`config.mk`:
```
export PLATFORM = sky130hd
export DESIGN_NAME = lsd_switch_diag
export DESIGN_NICKNAME = d
export VERILOG_FILES = /design/src/design/lsd_pkg.sv /design/src/design/lsd_low_timer.sv /design/src/design/lsd_switch_diag.sv
export SDC_FILE = /design/constraint.sdc
export NUM_CORES = 1
export LEC_CHECK = 0
export BUFFER_PORTS_ARGS = -buffer_cell sky130_fd_sc_hd__buf_4
export CORE_ASPECT_RATIO = 1.25
export CORE_MARGIN = 4
export CORE_UTILIZATION = 40
export DETAILED_ROUTE_END_ITERATION = 7
export GPL_TIMING_DRIVEN = 0
export PLACE_DENSITY = 0.61
export SLEW_MARGIN = 20
export SYNTH_ARGS = -nofsm -noshare
export SYNTH_HDL_FRONTEND = slang
export SYNTH_SLANG_ARGS = --single-unit
```
`constraint.sdc`:
```
create_clock -name sys_clk -period 3.3 [get_ports sys_clk]
set_clock_uncertainty 0.15 [all_clocks]
set_input_delay 0.165 -clock sys_clk [delete_from_list [all_inputs] [get_ports sys_clk]]
set_output_delay 0.165 -clock sys_clk [all_outputs]
set_load 0.03 [all_outputs]
```
`src/design/lsd_pkg.sv`:
```
package lsd_pkg;
   // ----------------------------------------------------------------
   // channel layout
   // ----------------------------------------------------------------
   localparam int NUM_CH = 4;
   localparam logic [3:0] REG_CH_MASK = 4'hC;
   // ----------------------------------------------------------------
   // timing
   // ----------------------------------------------------------------
   localparam int CLK_PERIOD_NS = 10;
   localparam int RESET_DELAY_US = 100;
   localparam int RESET_DELAY_CYC = RESET_DELAY_US * 1000 / CLK_PERIOD_NS;
   localparam int CLK_LOSS_NS = 10000;
   localparam int CLK_LOSS_CYC = CLK_LOSS_NS / CLK_PERIOD_NS;
endpackage : lsd_pkg

```
`src/design/lsd_low_timer.sv`:
```
`timescale 1ns/100ps
module lsd_low_timer #(
   parameter int DELAY_CYC = 10000
) (
   // clock and reset
   input wire logic sys_clk,
   input wire logic reset_n,
   // level watched
   input wire logic low_in,
   // low held longer than the delay
   output logic long_low
);
   logic [31:0] cnt_ff;
   logic [31:0] nxt_cnt;
   logic long_ff;
   logic nxt_long;

   always_comb
   begin
      nxt_cnt = 32'h0;
      nxt_long = 1'b0;
      if (low_in)
      begin
         // short low pulses count as pwm and never reach the end
         nxt_long = (cnt_ff >= 32'(DELAY_CYC - 1));
         nxt_cnt = nxt_long ? cnt_ff : cnt_ff + 32'h1;
      end
   end

   always_ff @(posedge sys_clk or negedge reset_n)
   begin
      if (!reset_n)
      begin
         cnt_ff <= 32'h0;
         long_ff <= 1'b0;
      end
      else
      begin
         cnt_ff <= nxt_cnt;
         long_ff <= nxt_long;
      end
   end

   assign long_low = long_ff;
endmodule : lsd_low_timer

```
`src/design/lsd_switch_diag.sv`:
```
`timescale 1ns/100ps
module lsd_switch_diag #(
   parameter int RESET_DELAY = lsd_pkg::RESET_DELAY_CYC,
   parameter int LOSS_DELAY = lsd_pkg::CLK_LOSS_CYC
) (
   // clock and reset
   input wire logic sys_clk,
   input wire logic reset_n,
   // controller pins
   input wire logic shared_output_enable,
   input wire logic [3:0] ctrl_in,
   input wire logic test_pin,
   input wire logic ext_clk,
   input wire logic logic_powerup,
   // analog detector flags, per channel, plus one shared drift flag
   input wire logic [3:0] open_load_det,
   input wire logic [3:0] overload_det,
   input wire logic [3:0] overtemp_det,
   input wire logic [3:0] recirc_det,
   input wire logic drift_fail_det,
   // power stage and status pins
   output logic [3:0] power_on,
   output logic [3:0] channel_status_output
);
   // ----------------------------------------------------------------
   // pin synchronisers
   // ----------------------------------------------------------------
   logic [12:0] s1_ff, s2_ff;
   logic [12:0] raw;
   assign raw = {drift_fail_det, logic_powerup, ext_clk, test_pin,
                 shared_output_enable, ctrl_in, open_load_det};
   logic [11:0] f1_ff, f2_ff;
   logic [11:0] fraw;
   assign fraw = {overload_det, overtemp_det, recirc_det};
   always_ff @(posedge sys_clk or negedge reset_n)
   begin
      if (!reset_n)
      begin
         s1_ff <= 13'h0;
         s2_ff <= 13'h0;
         f1_ff <= 12'h0;
         f2_ff <= 12'h0;
      end
      else
      begin
         s1_ff <= raw;
         s2_ff <= s1_ff;
         f1_ff <= fraw;
         f2_ff <= f1_ff;
      end
   end
   logic en_sync, tst, eclk, pwrup, drift;
   logic [3:0] inp, ol, ovl, ot, rc;
   assign ol = s2_ff[3:0];
   assign inp = s2_ff[7:4];
   assign en_sync = s2_ff[8];
   assign tst = s2_ff[9];
   assign eclk = s2_ff[10];
   assign pwrup = s2_ff[11];
   assign drift = s2_ff[12];
   assign ovl = f2_ff[11:8];
   assign ot = f2_ff[7:4];
   assign rc = f2_ff[3:0];

   // ----------------------------------------------------------------
   // clock loss watchdog
   // ----------------------------------------------------------------
   logic eclk_d_ff, nxt_eclk_d;
   logic [31:0] loss_cnt_ff, nxt_loss_cnt;
   logic loss_ff, nxt_loss;
   always_comb
   begin
      nxt_eclk_d = eclk;
      nxt_loss_cnt = loss_cnt_ff;
      nxt_loss = loss_ff;
      if (eclk != eclk_d_ff)
      begin
         nxt_loss_cnt = 32'h0;
         nxt_loss = 1'b0;
      end
      else if (loss_cnt_ff >= 32'(LOSS_DELAY - 1))
         nxt_loss = 1'b1;
      else
         nxt_loss_cnt = loss_cnt_ff + 32'h1;
   end
   always_ff @(posedge sys_clk or negedge reset_n)
   begin
      if (!reset_n)
      begin
         eclk_d_ff <= 1'b0;
         loss_cnt_ff <= 32'h0;
         loss_ff <= 1'b0;
      end
      else
      begin
         eclk_d_ff <= nxt_eclk_d;
         loss_cnt_ff <= nxt_loss_cnt;
         loss_ff <= nxt_loss;
      end
   end

   // ----------------------------------------------------------------
   // per-channel fault latches
   // ----------------------------------------------------------------
   logic [3:0] long_low;
   logic [3:0] loss_ch;
   logic [3:0] latch_ff, nxt_latch;
   logic [3:0] cmd_on;
   logic [3:0] pwr_ff, nxt_pwr;
   logic [3:0] status_ff, nxt_status;
   genvar g;
   generate
      for (g = 0; g < lsd_pkg::NUM_CH; g++)
      begin : g_ch
         lsd_low_timer #(
            .DELAY_CYC(RESET_DELAY)
         ) u_timer (
            .sys_clk(sys_clk),
            .reset_n(reset_n),
            .low_in(~(en_sync & inp[g])),
            .long_low(long_low[g])
         );
      end
   endgenerate

   // clock loss during logic power-up reaches only the regulated pair
   assign loss_ch = {4{loss_ff}} & (pwrup ? lsd_pkg::REG_CH_MASK : 4'hF);

   logic drift_mode;
   assign drift_mode = tst & en_sync;
   assign cmd_on = {4{en_sync}} & inp;

   always_comb
   begin
      nxt_latch = latch_ff;
      nxt_pwr = 4'h0;
      nxt_status = 4'h0;
      for (int i = 0; i < lsd_pkg::NUM_CH; i++)
      begin
         // a fault in the release cycle wins, so no fault event is lost
         if (cmd_on[i] & (ovl[i] | ot[i] |
             (rc[i] & lsd_pkg::REG_CH_MASK[i])))
            nxt_latch[i] = 1'b1;
         // enable or input held low for RESET_DELAY cycles releases the latch
         else if (long_low[i])
            nxt_latch[i] = 1'b0;
         if (drift_mode && lsd_pkg::REG_CH_MASK[i] && inp[i])
         begin
            nxt_pwr[i] = ~loss_ch[i];
            nxt_status[i] = ~drift;
         end
         else if (loss_ch[i])
         begin
            nxt_pwr[i] = 1'b0;
            nxt_status[i] = ~cmd_on[i];
         end
         else if (nxt_latch[i] | latch_ff[i])
         begin
            nxt_pwr[i] = 1'b0;
            nxt_status[i] = 1'b0;
         end
         else if (ol[i])
         begin
            nxt_pwr[i] = cmd_on[i];
            nxt_status[i] = en_sync & ~inp[i];
         end
         else
         begin
            nxt_pwr[i] = cmd_on[i];
            nxt_status[i] = cmd_on[i];
         end
      end
   end

   always_ff @(posedge sys_clk or negedge reset_n)
   begin
      if (!reset_n)
      begin
         latch_ff <= 4'h0;
         pwr_ff <= 4'h0;
         status_ff <= 4'h0;
      end
      else
      begin
         latch_ff <= nxt_latch;
         pwr_ff <= nxt_pwr;
         status_ff <= nxt_status;
      end
   end

   assign power_on = pwr_ff;
   assign channel_status_output = status_ff;

   // ----------------------------------------------------------------
   // checks
   // ----------------------------------------------------------------
   a_latch_forces_off: assert property (@(posedge sys_clk) disable iff (!reset_n)
      (latch_ff != 4'h0) |=> ((power_on & $past(latch_ff)) == 4'h0 || $past(drift_mode)))
      else $error("latched channel still powered");
   a_loss_all_off: assert property (@(posedge sys_clk) disable iff (!reset_n)
      (loss_ff && !pwrup && !tst) |=> (power_on == 4'h0))
      else $error("clock loss left an output on");
   a_loss_status: assert property (@(posedge sys_clk) disable iff (!reset_n)
      (loss_ff && !pwrup && !tst) |=> (channel_status_output == ~$past(cmd_on)))
      else $error("clock loss status wrong");
   a_normal_follow: assert property (@(posedge sys_clk) disable iff (!reset_n)
      (!loss_ff && !tst && ol == 4'h0 && latch_ff == 4'h0 && ovl == 4'h0 && ot == 4'h0
       && rc == 4'h0) |=> (channel_status_output == $past(cmd_on)))
      else $error("status does not follow command");
   a_powerup_mask: assert property (@(posedge sys_clk) disable iff (!reset_n)
      (loss_ff && pwrup && !tst) |=> (power_on[3:2] == 2'b00))
      else $error("regulated channels on during power-up clock loss");
   a_latch_holds: assert property (@(posedge sys_clk) disable iff (!reset_n)
      (latch_ff[0] && !long_low[0]) |=> latch_ff[0])
      else $error("latch cleared without long low");
   a_latch_sets: assert property (@(posedge sys_clk) disable iff (!reset_n)
      (cmd_on[1] && ot[1] && !long_low[1]) |=> latch_ff[1])
      else $error("overtemperature not latched");
   a_drift_report: assert property (@(posedge sys_clk) disable iff (!reset_n)
      (drift_mode && inp[3] && !loss_ch[3]) |=> (power_on[3] && channel_status_output[3]
       == !$past(drift)))
      else $error("drift test output wrong");
endmodule : lsd_switch_diag

```
==> results.sh, run 1 <==
export IMPL_status="completed"
export IMPL_path_buf_inv=0
export IMPL_yosys_register_bits=224
export IMPL_comb_power_share_pct=5.9
export IMPL_htree_levels=1
export IMPL_min_period_ps=2390
export IMPL_drt_total_wl_microns=16000
export IMPL_crit_fanout=10
export IMPL_yosys_area_top_type="dfrtp_1"
export IMPL_final_max_slew_viol_count=0
export IMPL_power_density_mw_per_mm2=576
export IMPL_crit_path_end_kind="flop"
export IMPL_final_hold_viol_count=0
export IMPL_fill_cells=1889
export IMPL_p_leak_nw=4.89
export IMPL_die_area_sq_mm=0.0244
export IMPL_chipHeight_microns=174
export IMPL_path_cells="nor4_1 > nand4_1 > nor3_2 > a31oi_1 > a41o_1"
export IMPL_p_int_w=0.00471
export IMPL_fp_coreArea_sq_mm=0.0215
export IMPL_grtUsageTotal_pct=13.3
export IMPL_gr_total_overflow=0
export IMPL_async_flop_share_pct=100
export IMPL_netlist_area_sq_mm=0.00878
export IMPL_synth_area_per_cell_sq_um=11.6
export IMPL_die_w_microns=141
export IMPL_yosysTopAreaCellShare_pct=63.8
export IMPL_ctsHoldBuffers=24
export IMPL_critPathLaunchType="flop"
export IMPL_crit_required_ps=3530
export IMPL_wl_per_cell_microns=14.1
export IMPL_syn_nets=786
export IMPL_drc=0
export IMPL_slew_headroom_pct=43.4
export IMPL_grt_pass1_vias=5735
export IMPL_power_frac_clock_pct=45.1
export IMPL_grt_max_degree=88
export IMPL_initial_utilization_pct=40.8
export IMPL_cts_sinks=224
export IMPL_peakVddDrop_mv=0.361
export IMPL_drive_gt1_share_pct=10.7
export IMPL_ant_nets=0
export IMPL_synthCells=754
export IMPL_final_common_cell="dfrtp_1"
export IMPL_place_hpwl_microns=10400
export IMPL_viasPerCell=5.00
export IMPL_cts_tree="yes"
export IMPL_clockBufferDepth=3
export IMPL_synth_edf_count=0
export IMPL_synth_seq_area_share_pct=63.8
export IMPL_ys_flop_type="dfrtp_1"
export IMPL_p_seq_share_pct=49.0
export IMPL_antenna_found_initial=0
export IMPL_clk_latency_ps=500
export IMPL_port_buffer_count=32
export IMPL_critPathTopFamily="simple AND/OR/NAND/NOR gates"
export IMPL_hp_class="input pin to asynchronous set/reset pin"
export IMPL_root_buffer="clkbuf_16"
export IMPL_post_cts_buffers=0
export IMPL_p_sw_share_pct=22.0
export IMPL_crit_type="flop to flop"
export IMPL_placementRows=60
export IMPL_post_cts_resized=0
export IMPL_ys_warn_count=0
export IMPL_gp_congestion=0.794
export IMPL_synthDistinctLibCells=53
export IMPL_area_delta_synth_final_pct=19.3
export IMPL_synth_area_leaders="dfrtp_1 64%, and2_1 7.1%, nor2_1 2.9%, nor4_1 2.5%, xnor2_1 2.4%"
export IMPL_period_share_pct=72.4
export IMPL_layout_nets=869
export IMPL_first_pass_iters=4
export IMPL_worst_slew_pin_transition_ps=844
export IMPL_path_clk_slew_ps=60
export IMPL_fmax_ghz=0.419
export IMPL_numCtsBuffers=23
export IMPL_setup_viol=0
export IMPL_grt_pass1_wl_microns=27700
export IMPL_drv_cap=0
export IMPL_n_antenna_cell=0
export IMPL_p_switching_w=0.00133
export IMPL_cp_arrival_ps=2620
export IMPL_drtIter0Drc=301
export IMPL_final_util_pct=48.6
export IMPL_rsz0062_at_grt="no"
export IMPL_cpMaxStageDelayCell="nor3_2"
export IMPL_ioPinCount=35
export IMPL_slowest_delay_ps=600
export IMPL_num_vias=5657
export IMPL_tns_ps=0
export IMPL_most_common_layout_cells="224 x dfrtp_1, 99 x and2_1, 67 x nor2_1, 47 x nand2_1, 35 x nor4_1"
==> cells in the mapped netlist (8+ instances only) <==
| cell type | count |
|---|---|
| o21ai_0 | 17 |
| nand4_1 | 14 |
| nor2_1 | 67 |
| nor4_1 | 35 |
| inv_1 | 16 |
| nor3_1 | 9 |
| nand3_1 | 34 |
| a21oi_1 | 26 |
| clkbuf_1 | 23 |
| dfrtp_1 | 224 |
| and3_1 | 10 |
| nand2_1 | 47 |
| xnor2_1 | 24 |
| a31oi_1 | 8 |
| and4_1 | 12 |
| and2_1 | 99 |
==> metal layers <==
layer	vias to the layer above	track usage [%]	wire, microns
li1	2796	-	-
met1	2763	18.9	7560
met2	72	21.0	7390
met3	26	2.51	683
met4	0	4.04	364
met5	-	0	0
==> stage by stage <==
step	instance area (sq um)	hold slack (ps)	cells	power [W]	worst slack (ps)
4_1_cts	10500	27.8	1131	0.00614	904
6_report	10500	20.8	1131	0.00603	912
3_5_place_dp	9430	-36.4	1067	0.00334	932
5_1_grt	10500	59.7	1131	0.00632	733
3_3_place_gp	9370	125	1065	0.00333	249
2_1_floorplan	8780	-281	754	0.00318	1210
==> sequential cells by signal, indices dropped and copies added, names as in the netlist <==
register and flops:
g_ch.u_timer.cnt_ff 128, f2_ff 10, latch_ff 4, eclk_d_ff 1
loss_ff 1, f1_ff 10, channel_status_output 4, g_ch.u_timer.long_low 4
s1_ff 13, loss_cnt_ff 32, s2_ff 13, power_on 4
==> power by group through the flow <==
stage	clock (W)	sequential (W)	combinational, W
floorplan	0	0.00298	0.000201
CTS	0.00282	0.00295	0.000363
finish	0.00272	0.00296	0.000354
global placement	0	0.00300	0.000324
detailed placement	0	0.00300	0.000340
global route	0.00294	0.00297	0.000412
==> worst register-to-register path, stage by stage (launching register included) <==
cell	delay, ps
dfrtp_1	380
nor4_1	350
nand4_1	390
nor3_2	600
a31oi_1	160
a41o_1	230
==> path summary, 6_finish.rpt <==
check	from	endpoint	slack [ps]	depth (start not counted)
max	g_ch[0].u_timer.cnt_ff[14]	g_ch[0].u_timer.cnt_ff[12]	910	5
min	reset_n	g_ch[1].u_timer.cnt_ff[26]	20	2
max reg2reg	g_ch[0].u_timer.cnt_ff[14]	g_ch[0].u_timer.cnt_ff[12]	910	5
min reg2reg	f1_ff[9]	f2_ff[9]	200	0
max in group asynchronous	reset_n	loss_cnt_ff[1]	1860	4
min in group sys_clk	overload_det[0]	f1_ff[8]	160	2
==> final cells by class <==
type | count | area (sq um) | share of cell area, %
well taps | 279 | 349 | 3.33
plain buffers | 27 | 121 | 1.16
clock inverters | 9 | 148 | 1.41
repair buffers | 58 | 543 | 5.18
clock buffers | 31 | 656 | 6.26
multi-input cells | 487 | 3000 | 28.6
inverters | 16 | 60.1 | 0.573
flip-flops and latches | 224 | 5610 | 53.5
==> kinds of logic after synthesis <==
logic type / synth area share (%)
and+or+nand+nor: 22.7
AOI/OAI and AO/OA: 7.31
muxes: 0.570
adders and majority gates: 0.712
xor gates and xnor gates: 2.79
DFF: 63.8
buffers and inverters: 2.07
No activity file was read; power rests on OpenSTA's default activity.
==> inputs of run 2 (changes only) <==
==> constraint.sdc (replaced) <==
create_clock -name sys_clk -period 2.3 [get_ports sys_clk]
set_clock_uncertainty 0.15 [all_clocks]
set_input_delay 0.115 -clock sys_clk [delete_from_list [all_inputs] [get_ports sys_clk]]
set_output_delay 0.115 -clock sys_clk [all_outputs]
set_load 0.03 [all_outputs]
==> results.sh, run 2 (same netlist as run 1, synthesis figures left out) <==
export IMPL_status="completed"
export IMPL_antenna_found_initial=0
export IMPL_fill_cells=1878
export IMPL_ioPinCount=35
export IMPL_cts_sinks=224
export IMPL_min_period_ps=2200
export IMPL_critPathLaunchType="flop"
export IMPL_clockBufferDepth=3
export IMPL_path_clk_slew_ps=60
export IMPL_period_share_pct=95.7
export IMPL_drtIter0Drc=275
export IMPL_crit_fanout=7
export IMPL_final_common_cell="dfrtp_1"
export IMPL_clk_latency_ps=500
export IMPL_power_density_mw_per_mm2=817
export IMPL_largest_reg_flops=128
export IMPL_htree_levels=1
export IMPL_n_antenna_cell=0
export IMPL_top_register="g_ch.u_timer.cnt_ff"
export IMPL_place_hpwl_microns=10400
export IMPL_chipHeight_microns=174
export IMPL_crit_required_ps=2530
export IMPL_crit_path_end_kind="flop"
export IMPL_multi_input_area_sq_mm=0.00309
export IMPL_grtUsageTotal_pct=13.4
export IMPL_setup_viol=0
export IMPL_area_delta_synth_final_pct=20.9
export IMPL_root_buffer="clkbuf_16"
export IMPL_grt_use_met1_pct=18.8
export IMPL_num_vias=5679
export IMPL_grt_max_degree=88
export IMPL_placementRows=60
export IMPL_ant_nets=0
export IMPL_fin_ws_ps=98.8
export IMPL_seq_area_sq_mm=0.00561
export IMPL_viasPerCell=5.00
export IMPL_drt_total_wl_microns=16100
export IMPL_drive_gt1_share_pct=12.4
export IMPL_grt_pass1_vias=5759
export IMPL_port_buffer_count=32
export IMPL_p_leak_nw=4.96
export IMPL_die_w_microns=141
export IMPL_final_hold_viol_count=0
export IMPL_most_common_layout_cells="224 x dfrtp_1, 99 x and2_1, 67 x nor2_1, 47 x nand2_1, 38 x buf_4"
export IMPL_layout_nets=874
export IMPL_gr_total_overflow=0
export IMPL_busiest_layer="met2"
export IMPL_fp_coreArea_sq_mm=0.0215
export IMPL_gp_congestion=0.794
export IMPL_place_ws_ps=-67.6
export IMPL_grt_pass1_wl_microns=27800
export IMPL_use_met2_pct=21.2
export IMPL_fmax_ghz=0.454
export IMPL_top_regs="g_ch.u_timer.cnt_ff (128), loss_cnt_ff (32)"
export IMPL_grt_util_met3_pct=2.54
export IMPL_holdWs_ps=107
export IMPL_total_power_w=0.00867
export IMPL_numCtsBuffers=23
export IMPL_slew_headroom_pct=55.4
export IMPL_hp_class="input pin to flop"
export IMPL_wl_per_cell_microns=14.2
export IMPL_initial_utilization_pct=40.8
export IMPL_peakVddDrop_mv=0.518
export IMPL_drv_cap=0
export IMPL_drc=0
export IMPL_cp_arrival_ps=2430
export IMPL_fin_cells=1136
export IMPL_final_max_slew_viol_count=0
export IMPL_first_pass_iters=4
export IMPL_rsz0062_at_grt="no"
export IMPL_cts_tree="yes"
export IMPL_die_area_sq_mm=0.0244
export IMPL_worst_slew_pin_transition_ps=666
export IMPL_placed_cells=1067
export IMPL_crit_type="flop to flop"
## run 2: cell types whose count changed in the layout (fill, tap and decap cells not counted), moves of 2 or more
cell,delta
nor4_1,-5
nor3_4,+2
buf_4,+6
clkbuf_1,-2
nor4_2,+2
nor4_4,+3
## run 2: worst max-delay path, stage by stage (launching register included)
cell,delay [ps]
dfrtp_1,440
nor4_2,370
a2111oi_4,120
buf_4,190
nor4b_4,460
a31oi_1,140
a41o_1,220
## run 2: where the power goes
group	switching, W	internal, W
Sequential	0.000149	0.00409
Combinational	0.000287	0.000223
Clock	0.00148	0.00244
## run 2: final timing paths
path                                           start                    endpoint  slack (ps)  cells past startpoint
min reg2reg                                 f1_ff[9]                    f2_ff[9]         200                      0
max in group asynchronous                    reset_n              loss_cnt_ff[1]         370                      5
max                        g_ch[0].u_timer.cnt_ff[6]   g_ch[0].u_timer.cnt_ff[7]         100                      6
min in group asynchronous                    reset_n  g_ch[1].u_timer.cnt_ff[26]         500                      3
max reg2reg                g_ch[0].u_timer.cnt_ff[6]   g_ch[0].u_timer.cnt_ff[7]         100                      6
min                                  overload_det[0]                    f1_ff[8]         110                      2
## run 2: per-stage QoR
stage / setup TNS (ps) / area [sq um] / util (%)
after floorplan: 0 / 8780 / -
after global placement: -151530 / 9370 / 43.5
after detailed placement: -318 / 9430 / 43.8
after CTS: -39.4 / 10500 / 48.8
after global routing: 0 / 10600 / 49.3
final: 0 / 10600 / 49.3
## run 2: per-layer routing
metal | wire length [microns] | vias to the layer above
met4 | 380 | 0
met5 | 0 | -
met3 | 649 | 28
li1 | - | 2805
met1 | 7570 | 2779
met2 | 7520 | 67
## run 2: layout make-up
class	count	share of cell area, %
flip-flops and latches	224	52.8
multi-input cells	487	29.1
clock buffers	31	6.18
repair buffers	64	5.56
well taps	279	3.29
clock inverters	9	1.39
plain buffers	26	1.14
inverters	16	0.566
## run 2: repair_timing
| action | 4_1_cts | 5_1_grt |
|---|---|---|
| buffers inserted | 0 | 5 |
| resized for setup | 5 | 14 |
| endpoints found under the hold margin | 164 | 0 |
| hold buffers | 25 | 0 |
| pin swaps | 0 | 5 |
| endpoints found under the setup margin | 8 | 32 |
